--- src/clock_mode_defines.vh ---
/*
  constants for the clock mode switch controller: field codes, multiplier
  tables, reference divider codes and settle counts.
  assumes inclusion by bare name from the design files.
*/
`ifndef CLOCK_MODE_DEFINES_VH
`define CLOCK_MODE_DEFINES_VH

// clock source select / clock status codes
`define CLOCK_SOURCE_SELECT_FLL          2'h0
`define CLOCK_SOURCE_SELECT_INTERNAL     2'h1
`define CLOCK_SOURCE_SELECT_EXTERNAL     2'h2
`define CLOCK_STATUS_PLL         2'h3

// fll multipliers, normal range
`define FLL_MUL_0         12'h280
`define FLL_MUL_1         12'h500
`define FLL_MUL_2         12'h780
`define FLL_MUL_3         12'ha00
// fll multipliers, 32.768 khz tuned range
`define FLL_MUL_T0        12'h2dc
`define FLL_MUL_T1        12'h5b8
`define FLL_MUL_T2        12'h895
`define FLL_MUL_T3        12'hb71

// vco divider code 0 multiplies by 24
`define VCO_MUL_BASE      6'h18

// reset values
`define RST_DCO_RANGE     2'h0
`define RST_FLL_REFERENCE_DIVIDER         3'h0
`define RST_PRDIV         5'h00
`define RST_VDIV          5'h00

// dco range change must land within three dco cycles
`define DCO_SWITCH_CYCLES 2'h3
// oscillator initialization cycles before ready is reported
`define OSC_INIT_CYCLES   12'hfff
// time taken by a source switch to complete, in ref_clk cycles
`define SWITCH_CYCLES     4'h4

`endif

--- src/clock_switch_sync.v ---
/*
  clock_switch_sync: holds a selection and moves to a newly requested one
  only after the target is available and a fixed switch time has elapsed.
  assumes request and availability are synchronous to ref_clk.
*/
`timescale 1ns/1ps
`include "clock_mode_defines.vh"

module clock_switch_sync #(
  parameter W = 2
) (
  // clock and reset
  input  wire         ref_clk,
  input  wire         rst,
  // selection
  input  wire [W-1:0] req_sel,
  input  wire         req_avail,
  input  wire [W-1:0] rst_sel,
  // result
  output reg  [W-1:0] cur_sel_ff,
  output reg          busy_ff
);

  reg [3:0] cnt_ff;
  reg [3:0] nxt_cnt;
  reg [W-1:0] nxt_sel;
  reg         nxt_busy;

  // a source that is not available leaves the previous one in place
  always @* begin
    nxt_cnt  = 4'h0;
    nxt_sel  = cur_sel_ff;
    nxt_busy = 1'b0;
    if (req_sel != cur_sel_ff && req_avail) begin
      nxt_busy = 1'b1;
      if (cnt_ff == `SWITCH_CYCLES - 4'h1) begin
        nxt_sel  = req_sel;
        nxt_busy = 1'b0;
      end else begin
        nxt_cnt = cnt_ff + 4'h1;
      end
    end
  end

  always @(posedge ref_clk) begin
    if (rst) begin
      cnt_ff     <= 4'h0;
      cur_sel_ff <= rst_sel;
      busy_ff    <= 1'b0;
    end else begin
      cnt_ff     <= nxt_cnt;
      cur_sel_ff <= nxt_sel;
      busy_ff    <= nxt_busy;
    end
  end

endmodule // clock_switch_sync

--- src/oscillator_init_timer.v ---
/*
  oscillator_init_timer: counts initialization cycles of the external
  source once requested and stable; reports ready only afterwards.
  assumes osc_stable comes from the oscillator, synchronous to ref_clk.
*/
`timescale 1ns/1ps
`include "clock_mode_defines.vh"

module oscillator_init_timer (
  // clock and reset
  input  wire ref_clk,
  input  wire rst,
  // oscillator
  input  wire enable,
  input  wire osc_stable,
  // status
  output reg  ready_ff
);

  reg [11:0] cnt_ff;

  // any loss of request or stability restarts the count
  always @(posedge ref_clk) begin
    if (rst) begin
      cnt_ff   <= 12'h000;
      ready_ff <= 1'b0;
    end else if (!enable || !osc_stable) begin
      cnt_ff   <= 12'h000;
      ready_ff <= 1'b0;
    end else if (cnt_ff == `OSC_INIT_CYCLES) begin
      ready_ff <= 1'b1;
    end else begin
      cnt_ff <= cnt_ff + 12'h001;
    end
  end

endmodule // oscillator_init_timer

--- src/clock_mode_switch_control.v ---
/*
  clock_mode_switch_control: mode control of the multipurpose clock
  generator. selects the system output clock source, the fll reference,
  the internal oscillator and the loop multipliers and dividers, and
  reports each switch through status bits only once it has completed.
  assumes the analog loops, oscillators and clock muxes sit outside and
  follow the select outputs; all inputs are synchronous to ref_clk.
*/
`timescale 1ns/1ps
`include "clock_mode_defines.vh"

module clock_mode_switch_control (
  // clock and reset
  input  wire        ref_clk,
  input  wire        rst,
  // control one
  input  wire [1:0]  clock_source_select,
  input  wire [2:0]  fll_reference_divider,
  input  wire        reference_select,
  input  wire        internal_reference_enable,
  // control two
  input  wire        low_power_bypass_bit,
  input  wire        external_oscillator_request,
  input  wire        internal_reference_select,
  // control four
  input  wire [1:0]  dco_range_field,
  input  wire        dco_range_write,
  input  wire        tuning_32k_bit,
  // control five and six
  input  wire [4:0]  pll_reference_divider,
  input  wire        pll_select,
  input  wire [4:0]  vco_divider_field,
  // analog feedback
  input  wire        osc_stable,
  input  wire        pll_locked,
  input  wire        dco_tick,
  // status
  output reg  [1:0]  clock_status_ff,
  output reg         reference_status_ff,
  output reg         internal_select_status_ff,
  output reg         pll_source_status_ff,
  output reg         oscillator_ready_status_ff,
  output reg  [1:0]  dco_range_status_ff,
  // clock path controls
  output reg  [1:0]  out_mux_sel_ff,
  output reg         fll_use_internal_ff,
  output reg         fll_enable_ff,
  output reg         pll_enable_ff,
  output reg         internal_ref_run_ff,
  output reg         fast_internal_sel_ff,
  output reg  [11:0] fll_factor_ff,
  output reg  [5:0]  pll_factor_ff,
  output reg  [2:0]  fll_ref_div_ff,
  output reg  [4:0]  pll_ref_div_ff,
  output reg  [1:0]  dco_range_ff
);

  // fll factor from range code and tuning bit
  function [11:0] fll_factor;
    input [1:0] rng;
    input       tune;
    begin
      case ({tune, rng})
        3'h0:    fll_factor = `FLL_MUL_0;
        3'h1:    fll_factor = `FLL_MUL_1;
        3'h2:    fll_factor = `FLL_MUL_2;
        3'h3:    fll_factor = `FLL_MUL_3;
        3'h4:    fll_factor = `FLL_MUL_T0;
        3'h5:    fll_factor = `FLL_MUL_T1;
        3'h6:    fll_factor = `FLL_MUL_T2;
        3'h7:    fll_factor = `FLL_MUL_T3;
        default: fll_factor = `FLL_MUL_0;
      endcase
    end
  endfunction

  // local state
  reg [1:0] range_req_ff;
  reg [1:0] dco_cnt_ff;
  reg       range_pend_ff;
  wire      osc_ready;
  wire [1:0] src_cur;
  wire      src_busy;
  wire      ref_cur;
  wire      irc_cur;
  wire      pll_cur;

  oscillator_init_timer u_osc_timer (
    .ref_clk    (ref_clk),
    .rst        (rst),
    .enable     (external_oscillator_request),
    .osc_stable (osc_stable),
    .ready_ff   (osc_ready)
  );

  // system clock source; external needs the oscillator, fll slot needs the
  // pll locked when the pll is the chosen loop
  wire src_avail = (clock_source_select == `CLOCK_SOURCE_SELECT_EXTERNAL) ? osc_ready :
                   (clock_source_select == `CLOCK_SOURCE_SELECT_FLL && pll_cur) ? pll_locked : 1'b1;

  clock_switch_sync #(.W(2)) u_src_sw (
    .ref_clk    (ref_clk),
    .rst        (rst),
    .req_sel    (clock_source_select),
    .req_avail  (src_avail),
    .rst_sel    (`CLOCK_SOURCE_SELECT_FLL),
    .cur_sel_ff (src_cur),
    .busy_ff    (src_busy)
  );

  // fll reference: external needs the oscillator
  clock_switch_sync #(.W(1)) u_ref_sw (
    .ref_clk    (ref_clk),
    .rst        (rst),
    .req_sel    (reference_select),
    .req_avail  (reference_select | osc_ready),
    .rst_sel    (1'b1),
    .cur_sel_ff (ref_cur),
    .busy_ff    ()
  );

  clock_switch_sync #(.W(1)) u_irc_sw (
    .ref_clk    (ref_clk),
    .rst        (rst),
    .req_sel    (internal_reference_select),
    .req_avail  (1'b1),
    .rst_sel    (1'b0),
    .cur_sel_ff (irc_cur),
    .busy_ff    ()
  );

  // pll source needs the external oscillator when moving to the pll
  clock_switch_sync #(.W(1)) u_pll_sw (
    .ref_clk    (ref_clk),
    .rst        (rst),
    .req_sel    (pll_select),
    .req_avail  (~pll_select | osc_ready),
    .rst_sel    (1'b0),
    .cur_sel_ff (pll_cur),
    .busy_ff    ()
  );

  wire internal_mode = (src_cur == `CLOCK_SOURCE_SELECT_INTERNAL);
  wire fll_engaged   = (src_cur == `CLOCK_SOURCE_SELECT_FLL) && !pll_cur;

  always @(posedge ref_clk) begin
    if (rst) begin
      clock_status_ff            <= `CLOCK_SOURCE_SELECT_FLL;
      reference_status_ff        <= 1'b1;
      internal_select_status_ff  <= 1'b0;
      pll_source_status_ff       <= 1'b0;
      oscillator_ready_status_ff <= 1'b0;
      out_mux_sel_ff             <= `CLOCK_SOURCE_SELECT_FLL;
      fll_use_internal_ff        <= 1'b1;
      fll_enable_ff              <= 1'b1;
      pll_enable_ff              <= 1'b0;
      internal_ref_run_ff        <= 1'b1;
      fast_internal_sel_ff       <= 1'b0;
      fll_ref_div_ff             <= `RST_FLL_REFERENCE_DIVIDER;
      pll_ref_div_ff             <= `RST_PRDIV;
      pll_factor_ff              <= `VCO_MUL_BASE;
    end else begin
      // status follows completed switches only
      clock_status_ff            <= (src_cur == `CLOCK_SOURCE_SELECT_FLL && pll_cur) ? `CLOCK_STATUS_PLL : src_cur;
      reference_status_ff        <= ref_cur;
      internal_select_status_ff  <= irc_cur;
      pll_source_status_ff       <= pll_cur;
      oscillator_ready_status_ff <= osc_ready;
      out_mux_sel_ff             <= src_cur;
      fll_use_internal_ff        <= ref_cur;
      // fll stays on while bypassed unless low power or the pll is chosen
      fll_enable_ff              <= !pll_cur && (!low_power_bypass_bit || fll_engaged);
      pll_enable_ff              <= pll_cur && (!low_power_bypass_bit || src_cur == `CLOCK_SOURCE_SELECT_FLL);
      // internal reference runs when used, or on request in external modes
      internal_ref_run_ff        <= internal_mode || ref_cur || internal_reference_enable;
      fast_internal_sel_ff       <= irc_cur;
      fll_ref_div_ff             <= fll_reference_divider;
      pll_ref_div_ff             <= pll_reference_divider;
      pll_factor_ff              <= `VCO_MUL_BASE + {1'b0, vco_divider_field};
    end
  end

  // range writes accepted at any time except under low power
  always @(posedge ref_clk) begin
    if (rst) begin
      range_req_ff  <= `RST_DCO_RANGE;
      range_pend_ff <= 1'b0;
      dco_cnt_ff    <= 2'h0;
      dco_range_ff  <= `RST_DCO_RANGE;
      dco_range_status_ff <= `RST_DCO_RANGE;
      fll_factor_ff <= `FLL_MUL_0;
    end else begin
      if (dco_range_write && !low_power_bypass_bit) begin
        range_req_ff  <= dco_range_field;
        range_pend_ff <= 1'b1;
        dco_cnt_ff    <= 2'h0;
      end else if (range_pend_ff && dco_tick) begin
        // output lands on the new range by the third dco cycle
        if (dco_cnt_ff == `DCO_SWITCH_CYCLES - 2'h1) begin
          range_pend_ff <= 1'b0;
          dco_range_ff  <= range_req_ff;
        end else begin
          dco_cnt_ff <= dco_cnt_ff + 2'h1;
        end
      end
      dco_range_status_ff <= dco_range_ff;
      fll_factor_ff <= fll_factor(dco_range_ff, tuning_32k_bit);
    end
  end

endmodule // clock_mode_switch_control

--- config.mk ---
export PLATFORM = sky130hd
export DESIGN_NAME = clock_mode_switch_control
export DESIGN_NICKNAME = d
export VERILOG_FILES = /design/src/clock_switch_sync.v /design/src/oscillator_init_timer.v /design/src/clock_mode_switch_control.v
export VERILOG_INCLUDE_DIRS = /design/src
export SDC_FILE = /design/constraint.sdc
export NUM_CORES = 1
export LEC_CHECK = 0
export BUFFER_PORTS_ARGS = -buffer_cell sky130_fd_sc_hd__clkbuf_2
export CAP_MARGIN = 15
export CORE_MARGIN = 4
export CORE_UTILIZATION = 54
export CTS_BUF_LIST = sky130_fd_sc_hd__clkbuf_4
export DETAILED_ROUTE_END_ITERATION = 16
export GPL_ROUTABILITY_DRIVEN = 0
export PLACE_DENSITY = 0.88
export SYNTH_ARGS = -nofsm -noshare
export SYNTH_HDL_FRONTEND = slang
export SYNTH_SLANG_ARGS = --single-unit
--- constraint.sdc ---
create_clock -name ref_clk -period 1.9 [get_ports ref_clk]
set_clock_uncertainty 0.15 [all_clocks]
set_input_delay 0.285 -clock ref_clk [delete_from_list [all_inputs] [get_ports ref_clk]]
set_output_delay 0.285 -clock ref_clk [all_outputs]
set_load 0.05 [all_outputs]
==> impl_metrics.py <==
metrics = {
    "die": {
        "ios": 73,
        "start_util_pct": 56.6,
        "die_x_um": 81.6,
        "core_area_sq_mm": 0.00517,
        "die_h_um": 81.6,
        "dieArea_sq_mm": 0.00666,
        "placement_rows": 26,
    },
    "synthesis": {
        "synth-seq-cells": 79,
        "yosys_warnings": 0,
        "synth_cells": 297,
        "yosys.area.top_type": "dfxtp_1",
        "syn-num-nets": 338,
        "avgSynthCellArea_sq_um": 9.85,
        "synthTopCellsByCount": "dfxtp_1 (79), nor2_1 (43), inv_1 (17), nor2b_1 (14), a21oi_1 (13)",
        "synthFlopType": "dfxtp_1",
        "synth_area_leaders": "dfxtp_1 (54%), nor2_1 (5.5%), ha_1 (4.7%)",
        "synth_top_area_share_pct": 54.0,
        "ys_seq_area_share_pct": 54.0,
        "synthArstFlopShare_pct": 0,
        "yosysMostFrequentCell": "dfxtp_1",
        "synth_area_sq_mm": 0.00293,
        "synthDistinctLibCells": 46,
        "synth-edff-count": 0,
    },
    "setup_path": {
        "reg2reg_from": "u_osc_timer.cnt_ff[2]",
        "start_kind": "flop",
        "crit_start": "u_osc_timer.cnt_ff[2]",
        "crit_type": "flop to flop",
        "crit_fanout": 8,
        "cp-end-kind": "flop",
        "worstPathArrival_ns": 1.89,
        "critical_path_required_ns": 2.06,
    },
    "sta": {
        "finalSetupViolCount": 0,
        "whs_ns": 0.0277,
        "finalHoldViolations": 0,
        "fin_crit_sh_pct": 91.5,
        "worst_pin_slew_ns": 0.519,
        "setup_tns_ns": 0,
        "min_period_ns": 1.74,
        "slew_violations": 0,
        "fmax_ghz": 0.575,
        "rsz0062_at_grt": "false",
        "relSlewSlack_pct": 65.0,
    },
    "cells_and_area": {
        "drive_gt1_share_pct": 25.1,
        "syn2layout_area_growth_pct": 28.0,
        "layoutNonFillerInstCount": 468,
        "final_core_util_pct": 72.4,
        "num_antenna_cells": 0,
        "nets": 434,
    },
    "power": {
        "p_int_w": 0.00248,
        "finalPower_w": 0.00322,
        "seqPwrFrac_pct": 53.1,
        "p_sw_share_pct": 23.0,
        "pwr-share-clk_pct": 38.4,
        "p_switching_w": 0.000741,
        "p_leak_nw": 1.66,
        "p_per_area_mw_per_mm2": 858,
        "ir_drop_mv": 0.412,
        "pwr-share-comb_pct": 8.5,
    },
    "grt": {
        "grt_max_degree": 48,
        "grt_antenna_before_repair": 0,
        "grt_use_total_pct": 19.1,
        "gr-total-overflow": 0,
        "grt_pass1_vias": 2260,
        "grt_pass1_wl_um": 9720,
    },
    "clock_network": {
        "clk_pin_slew_ns": 0.12,
        "cts_tree": "done",
        "htreeDepth": 3,
        "ctsResizeCount": 0,
        "postCtsSetupRepairBufs": 0,
        "clkLatencyLatePin_ns": 0.41,
        "cts_sinks": 79,
        "root_buffer": "clkbuf_4",
        "cts.path.max_buffers": 2,
        "cts_made_buffers": 9,
    },
    "routing": {
        "avgViaCountPerCell": 5.03,
        "final_antenna_net_count": 0,
        "drc": 0,
        "dr.first_iter.drc_count": 114,
        "first_pass_iters": 4,
        "wl_per_cell_um": 13.0,
        "routed_wl_um": 6100,
        "vias": 2354,
    },
    "placed_design": {
        "dp_cells": 432,
        "portBuffers": 71,
        "detailed_place_hpwl_um": 4000,
    },
    "run": {
        "maxCapViolations": 0,
    },
    "run_status": {
        "status": "finished, final reports clean",
    },
    "worst_hold_path": {
        "hp-class": "primary input to flop",
        "hold_path.startpoint": "low_power_bypass_bit",
    },
}
-- state kept, by name (all words and copies together) (netlist names), 4 cells and up --
name,count
fll_factor_ff,11
u_irc_sw.cnt_ff,4
pll_factor_ff,6
u_osc_timer.cnt_ff,12
u_src_sw.cnt_ff,4
pll_ref_div_ff,5
u_pll_sw.cnt_ff,4
u_ref_sw.cnt_ff,4
-- cells by family after synthesis --
group,synth area share [%]
AOI/OAI and AO/OA,8.72
xor gates and xnor gates,3.59
adders and majority gates,4.70
buffers and inverters,3.85
DFF,54.0
muxes,3.42
other,0.128
and+or+nand+nor,21.5
-- power groups by stage --
stage	sequential, W	clock (W)	combinational, W
final	0.00171	0.00124	0.000272
after global routing	0.00171	0.00133	0.000293
after CTS	0.00171	0.00126	0.000272
after detailed placement	0.00174	0	0.000238
after global placement	0.00174	0	0.000234
after floorplan	0.00183	0	0.0000792
-- through the flow --
stage               setup WS [ns]  cell area, sq um
global placement            0.265              3360
finish                      0.161              3750
detailed placement          0.197              3360
CTS                         0.154              3750
global route              0.00674              3750
floorplan                   0.217              2930
-- worst max-delay path, stage by stage (launching register included) --
cell and delay (ns):
dfxtp_1 0.50, nand4_4 0.17, nor4_4 0.53, mux2i_1 0.24, nor2_1 0.05
-- layout make-up --
type                    count  area (sq um)
flip-flops and latches     79          1580
repair buffers             95           598
clock buffers              10          75.1
inverters                  17          63.8
multi-input cells         191          1230
fillers                   378          1430
well taps                  70          87.6
clock inverters             6           108
-- cells in the final DEF (no fill, tap or decap), drive strengths merged, types with 2 or more instances in the layout --
cell type,instances
dlygate4sd3,20
nor2,43
clkinv,2
dfxtp,79
o21a,2
a31oi,2
o21ai,8
xnor2,7
nor2b,14
clkbuf,81
and3,4
a21oi,13
xor2,5
a211oi,4
nand2b,6
nor3,7
nand2,12
nand3,11
inv,18
or3,3
mux2i,10
and4,2
or2,3
bufinv,3
ha,11
nor3b,6
buf,4
-- path summary, 6_finish.rpt --
path                                end  slack [ns]  depth (start not counted)
setup / recovery  u_osc_timer.cnt_ff[1]        0.16                          4
hold / removal            pll_enable_ff        0.03                          3
hold reg to reg      u_ref_sw.cnt_ff[0]        0.31                          1
setup reg to reg  u_osc_timer.cnt_ff[1]        0.16                          4
-- metal layers --
layer / part of all wire (%) / track usage [%]
met1: 42 / 20.2
met4: 2.0 / 10.3
met3: 6.5 / 5.15
met5: 0 / 0
met2: 49 / 34.4
-- timing repair --
item                       in CTS  in global routing
hold endpoints to repair       21                  0
hold buffers                   20                  0
setup endpoints to repair       0                  0
No activity file was read; power rests on OpenSTA's default activity.
